===== src/hw/asc_pkg.sv =====
// constants shared by the static memory host controller
package asc_pkg;
    localparam int ADDR_W = 19;
    localparam int DATA_W = 8;
    localparam int CLK_PERIOD_PS = 4000;
    // interval figures in picoseconds; access figures are longest times of the device
    localparam int MIN_READ_CYCLE_TIME_PS = 20000;
    localparam int ADDRESS_ACCESS_INTERVAL_PS = 25000;
    localparam int SELECT_ACCESS_INTERVAL_PS = 25000;
    localparam int OUTPUT_ENABLE_ACCESS_INTERVAL_PS = 10000;
    localparam int OUTPUT_RELEASE_INTERVAL_PS = 10000;
    localparam int STORE_PULSE_PS = 20000;
    localparam int SETUP_PS = 4000;
    // the host must wait at least these, so every count rounds up
    localparam int READ_WAIT_CYC = (ADDRESS_ACCESS_INTERVAL_PS + CLK_PERIOD_PS - 1) / CLK_PERIOD_PS;
    localparam int SEL_WAIT_CYC = (SELECT_ACCESS_INTERVAL_PS + CLK_PERIOD_PS - 1) / CLK_PERIOD_PS;
    localparam int RELEASE_CYC = (OUTPUT_RELEASE_INTERVAL_PS + CLK_PERIOD_PS - 1) / CLK_PERIOD_PS;
    localparam int STORE_CYC = (STORE_PULSE_PS + CLK_PERIOD_PS - 1) / CLK_PERIOD_PS;
    localparam int SETUP_CYC = (SETUP_PS + CLK_PERIOD_PS - 1) / CLK_PERIOD_PS;
    localparam int CYCLE_CYC = (MIN_READ_CYCLE_TIME_PS + CLK_PERIOD_PS - 1) / CLK_PERIOD_PS;
    localparam int CNT_W = 4;
    // select falls one cycle after the load, then the access, then two synchroniser flops
    localparam logic [CNT_W-1:0] READ_WAIT = CNT_W'(((READ_WAIT_CYC > SEL_WAIT_CYC)
        ? READ_WAIT_CYC : SEL_WAIT_CYC) + 3);
    localparam logic [CNT_W-1:0] RELEASE_WAIT = CNT_W'(RELEASE_CYC);
    localparam logic [CNT_W-1:0] STORE_WAIT = CNT_W'(STORE_CYC);
    localparam logic [CNT_W-1:0] SETUP_WAIT = CNT_W'(SETUP_CYC);
    localparam logic [CNT_W-1:0] RECOVER_WAIT = CNT_W'(CYCLE_CYC);
    localparam logic [CNT_W-1:0] CNT_ZERO = 4'h0;
    typedef enum logic [5:0] {
        ASC_IDLE    = 6'b000001,
        ASC_SETUP   = 6'b000010,
        ASC_RD_WAIT = 6'b000100,
        ASC_WR_REL  = 6'b001000,
        ASC_WR_HOLD = 6'b010000,
        ASC_RECOVER = 6'b100000
    } asc_state_e;
endpackage


===== src/hw/asc_host.sv =====
// host controller that drives a 512k by 8 asynchronous static memory through its pins
`timescale 1ns/1ps
module asc_host
    import asc_pkg::*;
(
    input wire logic ref_clk,
    input wire logic rst_n,
    input wire logic req_valid,
    input wire logic req_write,
    input wire logic [ADDR_W-1:0] req_loc,
    input wire logic [DATA_W-1:0] req_wdata,
    output logic req_ready,
    output logic [DATA_W-1:0] rsp_rdata,
    output logic rsp_valid,
    output logic [ADDR_W-1:0] loc_idx,
    output logic cs_n,
    output logic store_n,
    output logic oe_n,
    input wire logic [DATA_W-1:0] io_byte_i,
    output logic [DATA_W-1:0] io_byte_o,
    output logic io_byte_oe
);
    asc_state_e state_r;
    logic wr_r;
    logic [DATA_W-1:0] rd_meta_r;
    logic [DATA_W-1:0] rd_sync_r;
    logic t_load;
    logic [CNT_W-1:0] t_val;
    logic t_done;

    // ------------------------------------------------------------
    // pin data path
    // ------------------------------------------------------------
    // read data come from another timing world, so two flops before use
    always_ff @(posedge ref_clk) begin
        if (!rst_n) begin
            rd_meta_r <= 8'h00;
            rd_sync_r <= 8'h00;
        end else begin
            rd_meta_r <= io_byte_i;
            rd_sync_r <= rd_meta_r;
        end
    end

    asc_cycle_timer u_timer (
        .ref_clk(ref_clk),
        .rst_n(rst_n),
        .load(t_load),
        .load_val(t_val),
        .done(t_done)
    );

    // ------------------------------------------------------------
    // cycle sequencer
    // ------------------------------------------------------------
    assign req_ready = (state_r == ASC_IDLE);

    always_comb begin
        t_load = 1'b0;
        t_val = CNT_ZERO;
        unique case (state_r)
            ASC_IDLE: begin
                t_load = req_valid;
                t_val = SETUP_WAIT;
            end
            ASC_SETUP: begin
                t_load = t_done;
                t_val = wr_r ? RELEASE_WAIT : READ_WAIT;
            end
            // recovery keeps a minimum read cycle between locations
            ASC_RD_WAIT: begin
                t_load = t_done;
                t_val = RECOVER_WAIT;
            end
            ASC_WR_REL: begin
                t_load = t_done;
                t_val = STORE_WAIT;
            end
            ASC_WR_HOLD: begin
                t_load = t_done;
                t_val = RECOVER_WAIT;
            end
            ASC_RECOVER: begin
                t_load = 1'b0;
                t_val = CNT_ZERO;
            end
        endcase
    end

    always_ff @(posedge ref_clk) begin
        if (!rst_n) begin
            state_r <= ASC_IDLE;
        end else begin
            unique case (state_r)
                ASC_IDLE: if (req_valid) state_r <= ASC_SETUP;
                ASC_SETUP: if (t_done) state_r <= wr_r ? ASC_WR_REL : ASC_RD_WAIT;
                ASC_RD_WAIT: if (t_done) state_r <= ASC_RECOVER;
                ASC_WR_REL: if (t_done) state_r <= ASC_WR_HOLD;
                ASC_WR_HOLD: if (t_done) state_r <= ASC_RECOVER;
                ASC_RECOVER: if (t_done) state_r <= ASC_IDLE;
            endcase
        end
    end

    // ------------------------------------------------------------
    // location and write data
    // ------------------------------------------------------------
    // hold location and data
    always_ff @(posedge ref_clk) begin
        if (!rst_n) begin
            wr_r <= 1'b0;
            loc_idx <= 19'h00000;
            io_byte_o <= 8'h00;
        end else if (state_r == ASC_IDLE && req_valid) begin
            wr_r <= req_write;
            loc_idx <= req_loc;
            io_byte_o <= req_wdata;
        end
    end

    // ------------------------------------------------------------
    // control pins
    // ------------------------------------------------------------
    // select falls last: location and output enable already set in setup
    // select high outside a cycle keeps the memory in standby
    // select rises a cycle after store, so no write is select-ended
    always_ff @(posedge ref_clk) begin
        if (!rst_n) begin
            cs_n <= 1'b1;
        end else begin
            cs_n <= !(state_r == ASC_RD_WAIT || state_r == ASC_WR_REL
                || state_r == ASC_WR_HOLD);
        end
    end

    // output enable leads select, so the select access interval governs
    always_ff @(posedge ref_clk) begin
        if (!rst_n) begin
            oe_n <= 1'b1;
        end else begin
            oe_n <= !(!wr_r && (state_r == ASC_SETUP || state_r == ASC_RD_WAIT))
                || (state_r == ASC_RD_WAIT && t_done);
        end
    end

    // store low together with select writes the held byte
    // store rises while select still low ends the write
    // output enable stays high during writes so the pins are free
    always_ff @(posedge ref_clk) begin
        if (!rst_n) begin
            store_n <= 1'b1;
        end else begin
            store_n <= !(state_r == ASC_WR_REL || (state_r == ASC_WR_HOLD && !t_done));
        end
    end

    // drive data only after the release interval, counted from store falling
    always_ff @(posedge ref_clk) begin
        if (!rst_n) begin
            io_byte_oe <= 1'b0;
        end else begin
            io_byte_oe <= (state_r == ASC_WR_HOLD);
        end
    end

    // ------------------------------------------------------------
    // read return
    // ------------------------------------------------------------
    // sample after access interval plus the two synchroniser flops
    always_ff @(posedge ref_clk) begin
        if (!rst_n) begin
            rsp_rdata <= 8'h00;
            rsp_valid <= 1'b0;
        end else begin
            rsp_valid <= (state_r == ASC_RD_WAIT) && t_done;
            if ((state_r == ASC_RD_WAIT) && t_done) begin
                rsp_rdata <= rd_sync_r;
            end
        end
    end
endmodule


===== src/hw/asc_cycle_timer.sv =====
// down counter that times the phases of one memory cycle
`timescale 1ns/1ps
module asc_cycle_timer
    import asc_pkg::*;
(
    input wire logic ref_clk,
    input wire logic rst_n,
    input wire logic load,
    input wire logic [CNT_W-1:0] load_val,
    output logic done
);
    logic [CNT_W-1:0] cnt_r;

    always_ff @(posedge ref_clk) begin
        if (!rst_n) begin
            cnt_r <= CNT_ZERO;
        end else if (load) begin
            cnt_r <= load_val;
        end else if (cnt_r != CNT_ZERO) begin
            cnt_r <= cnt_r - 4'h1;
        end
    end

    // done while the count shows its last step, so a load of n spans n cycles;
    // done must not look at load, which the sequencer makes from done
    assign done = (cnt_r <= 4'h1);
endmodule


===== config.mk =====
export PLATFORM = sky130hd
export DESIGN_NAME = asc_host
export DESIGN_NICKNAME = d
export VERILOG_FILES = /design/src/hw/asc_pkg.sv /design/src/hw/asc_host.sv /design/src/hw/asc_cycle_timer.sv
export SDC_FILE = /design/constraint.sdc
export NUM_CORES = 1
export LEC_CHECK = 0
export ABC_AREA = 1
export CORE_UTILIZATION = 55
export CTS_CLUSTER_SIZE = 28
export DETAILED_ROUTE_END_ITERATION = 8
export DONT_BUFFER_PORTS = 1
export PLACE_DENSITY = 0.75
export SLEW_MARGIN = 20
export SYNTH_ARGS = -nofsm -noshare
export SYNTH_HDL_FRONTEND = slang
export SYNTH_SLANG_ARGS = --single-unit

===== constraint.sdc =====
create_clock -name ref_clk -period 2.2 [get_ports ref_clk]
set_clock_uncertainty 0.1 [all_clocks]
set_input_delay 0.44 -clock ref_clk [delete_from_list [all_inputs] [get_ports ref_clk]]
set_output_delay 0.44 -clock ref_clk [all_outputs]
set_load 0.005 [all_outputs]

# --- Yosys cells after proc, flatten, opt, wreduce, memory -nomap -nowiden ---
# Index checks and enable logic that the tools add are counted.
op_classes:
  magnitude_cmp: 1
  addsub: 1
  n_reduce_logical: 20
  n_eq_ne: 11
  muxes: 12
op_table:
  columns: ["cell", "n"]
  rows:
  - ["6-bit 2-to-1 mux", 5]
  - ["6-bit case mux with 5 select lines", 1]
  - ["4-bit 2-to-1 mux", 4]
  - ["4-bit case mux with 4 select lines", 1]
  - ["2-bit != test (second input constant)", 4]
  - ["6-bit by 1-bit equality test with 1-bit output (second input constant)", 1]
  - ["6-bit by 2-bit equality test with 1-bit output (second input constant)", 1]
  - ["6-bit by 3-bit equality test with 1-bit output (second input constant)", 1]
  - ["6-bit by 4-bit equality test with 1-bit output (second input constant)", 1]
  - ["6-bit by 5-bit equality test with 1-bit output (second input constant)", 1]
  - ["6-bit equality test (second input constant)", 1]
  - ["1-bit logical NOT", 5]
  - ["1-bit logical OR", 5]
  - ["5-bit AND reduction", 1]
  - ["4-bit by 1-bit <= comparator with 1-bit output (second input constant)", 1]
  - ["1-bit logical AND", 4]
  - ["4-bit nonzero test", 1]
  - ["4-bit OR reduction", 1]
  - ["4-bit by 1-bit subtractor with 4-bit output (second input constant)", 1]
  - ["1-bit case mux with 3 select lines", 1]
  - ["3-bit OR reduction", 1]
  - ["2-bit by 1-bit != test with 1-bit output (second input constant)", 1]
  - ["2-bit nonzero test", 1]
  - ["2-bit OR reduction", 1]
totals:
  regBits: 67
  wordCells: 58
  in_bits: 39

# --- Longest topological paths before layout ---
logic_depth:
  ltp_word: 5
  ltp_mapped: 12

# --- By module ---
# From an unflattened synthesis, not the netlist that was laid out.
unflattened:
  cells_unflattened: 337
  hier_area_um2: 2576.2
modules_own_cells:
  columns: ["module", "instances", "area_per_inst_um2", "cells_each"]
  rows:
  - ["asc_host", 1, 2294.7, 296]
  - ["asc_cycle_timer", 1, 281.5, 41]

# --- Worst setup path before layout ---
# OpenSTA, ideal clock, no wires.
synth_timing:
  kind: "register to register"
  start: "register u_timer.cnt_r[0]"
  end: "register rsp_rdata[0]"
  setup_time_ps: 59
  path_stages_with_launch: 7
  setup_slack_ps: 641
  arrival_ps: 1400
  cell_sequence: "dfxtp_1 inv_1 ha_1 o21ai_2 nor2_2 nor2_2 a22o_1"
synth_via:
  elab_chain_cells: 2
synth_rtl:
  columns: ["element", "line_no", "text"]
  rows:
  - ["from (decl)", "asc_cycle_timer.sv:12", "logic [CNT_W-1:0] cnt_r;"]
  - ["from (signal assigned)", "asc_cycle_timer.sv:18", "cnt_r <= load_val;"]
  - ["from (signal assigned)", "asc_cycle_timer.sv:20", "cnt_r <= cnt_r - 4'h1;"]
  - ["4-bit by 1-bit <= comparator with 1-bit output", "asc_cycle_timer.sv:26", "assign done = (cnt_r <= 4'h1);"]
  - ["1-bit logical AND", "asc_host.sv:176", "if ((state_r == ASC_RD_WAIT) && t_done) begin"]
  - ["to (signal assigned)", "asc_host.sv:177", "rsp_rdata <= rd_sync_r;"]
  - ["to (decl)", "asc_host.sv:13", "output logic [DATA_W-1:0] rsp_rdata,"]
# Every way passes these cells.
# A chain may end at the register's enable or synchronous reset.

# --- Worst setup path in the final report ---
# Ends and elaborated chain as after synthesis.

==> metrics.txt <==
status completed; max cap viols 0; root buf cell clkbuf_8; placed cell area roughly 2600 um^2; clk slew on worst S/H paths 0.07 ns; fin nets 354; # rows 24; synthesis-stage register bit count 67; Slew HR 69.05%; io pins 80; count of different cell masters after synthesis 30; RD Place Congestion slightly above 0.8; GRT Util Overall 20.62%; vias in the first global route 1848; Overflow after GRT 0; initial antenna violation count 0; First-pass DRT Iterations 4; largest net degree at the start of global routing 53; clock sink total 67; fmax 541.0 MHz; Finish-stage setup viols 0; RSZ-0062 raised after global routing false; top cell type's share of synthesized area approximately 53%; post-route ant nets 0; initial core utilization between 50% and 60%; Post-Syn Area 2541 um^2; crit path time final about 1.8 ns; Worst Max-Slew Pin Slew between 0.4 and 0.5 ns; setup total negative slack 0 ns; clk buf depth 2; Crit Path Max Fanout 9; Worst Setup Start Kind flip-flop; critical-path cell list inv_1, ha_1, o21ai_2, nor2_2, nor2_2, a22o_1; # diodes 0; Post-CTS Resized 0; total wire length 4706 um; Syn Inst Count 312; WL per Instance 12.72 um; syn_area_per_cell between 8 and 9 um^2; Final Max Slew Viols 0; PD cells 1007 nW/um^2; Post-CTS Hold Buffers 0; # H-tree levels 3; post-route cell area 2746 um^2; Die Height 69.98 um; CP most frequent cell nor2_2; Synth area leader dfxtp_1; 1st-iter DRT viols 83; DRC Markers 0; worst path arrival time 2.03 ns; Worst setup EP type flip-flop; Req. time, crit path 2.38 ns; first-pass GRT wire length a little under 8000 um; Port-buffer cells 0; Worst path slowest cell dfxtp_1; layout cells sized above 1 13.84%; Final Hold Fails 0; Tcrit/Tclk final 84.02%; via density per instance 5.157; clk_lat worst skew 0.34 ns; Max IR drop VDD 0.6040 mV; Setup Buffers After CTS 0; TritonCTS clock tree done; Die ar. ~4900 um^2; DR vias 1908; CP max stage delay around 0.37 ns; post-DP HPWL around 3200 um; core area 4384 um^2; register area share after synthesis 52.78%; Hold WC Path Type in2reg; syn nets ~350; area delta synth->final 8.075%; Chip Width 69.98 um; top cells by area, synth dfxtp_1, nor2_1, nand2_1; critical path type reg2reg; CTS Buf Count 9; Yosys warnings 0; leakage roughly 0.0013 uW
## final cells by class
type                    instances  area, um^2
fillers                       405        1638
clock inverters                 5       61.31
inverters                      42       157.7
well taps                      52       65.06
clock buffers                  11       131.4
repair buffers                  1       7.507
flip-flops and latches         67        1341
multi-input cells             192       982.2
## worst paths after layout
kind,start,depth (start not counted),end,slack (ns)
setup / recovery,u_timer.cnt_r[0],6,rsp_rdata[0],0.35
hold / removal,rst_n,1,cs_n,0.09
setup reg to reg,u_timer.cnt_r[0],6,rsp_rdata[0],0.35
hold reg to reg,rd_meta_r[1],2,rd_sync_r[1],0.31
## per-layer routing
layer | GRT usage, % | wire, um | up-vias
li1 | - | - | 972
met1 | 24.05 | 2105 | 853
met2 | 31.84 | 2143 | 70
met3 | 10.39 | 361 | 13
met4 | 8.889 | 96 | 0
met5 | 0 | 0 | -
## worst max-delay path: cells and delay by family, from the launching register on
family	cells	cell delay, ns
adders and majority gates	1	0.24
buffers and inverters	1	0.08
AOI/OAI and AO/OA	2	0.58
DFF	1	0.37
and+or+nand+nor	2	0.41
## cells by family (layout without fill, tap and decap cells)
logic type | Yosys count | after routing | share of synthesized area, %
AO/OA/AOI/OAI | 50 | 50 | 11.96
XOR/XNOR | 3 | 3 | 1.034
buffers and inverters | 53 | 59 | 8.567
AND/OR/NAND/NOR | 137 | 137 | 24.67
adder cells (fa/ha/maj) | 2 | 2 | 0.9846
flip-flops | 67 | 67 | 52.78
## cells in the mapped netlist
library cell and number:
a21oi_1 9, a21oi_2 1, a22o_1 8, a22oi_1 1, and2_1 1, buf_2 3, buf_6 2, clkbuf_1 6
clkinv_1 1, dfxtp_1 67, ha_1 2, inv_1 33, inv_2 8, nand2_1 44, nand2_2 2, nand2_4 3
nand3_1 7, nand3_2 6, nand4_1 1, nor2_1 65, nor2_2 4, nor2_4 3, nor3_1 1, o211ai_1 1
o21ai_0 27, o21ai_1 1, o21ai_2 1, o21ai_4 1, xnor2_1 1, xor2_1 2
## state kept, by name, indices dropped and copies added (netlist names)
| signal | count |
|---|---|
| cs_n | 1 |
| rsp_valid | 1 |
| rd_sync_r | 8 |
| rsp_rdata | 8 |
| oe_n | 1 |
| u_timer.cnt_r | 4 |
| state_r | 6 |
| loc_idx | 19 |
| store_n | 1 |
| wr_r | 1 |
| io_byte_o | 8 |
| rd_meta_r | 8 |
| io_byte_oe | 1 |
## layout by cell type, fill, tap and decap left out, drive strengths merged, types with 2 or more instances in the layout
master,n
a21oi,10
a22o,8
clkbuf,11
clkinv,3
dfxtp,67
ha,2
inv,43
nand2,49
nand3,13
nor2,72
o21ai,30
xor2,2
## stage by stage
step / setup WS (ns) / cells / total power [uW] / util, % / hold WS (ns)
2_1_floorplan: 0.6406 / 312 / 1729 / - / 0.2905
3_3_place_gp: 0.4796 / 354 / 1775 / 58.25 / 0.2920
3_5_place_dp: 0.3823 / 354 / 1789 / 58.25 / 0.2984
4_1_cts: 0.3473 / 370 / 2780 / 62.64 / 0.06709
5_1_grt: 0.1725 / 370 / 2899 / 62.64 / 0.07545
6_report: 0.3517 / 370 / 2767 / 62.64 / 0.08741
## power breakdown
part           internal [uW]  leakage (uW)  total, uW  switching (uW)
Combinational            135      0.000690        391             257
Sequential              1310      0.000550       1380            67.0
Clock                    532     0.0000983       1000             468
Total                   1970       0.00134       2770             792
Power figures use the tool's default switching activity.
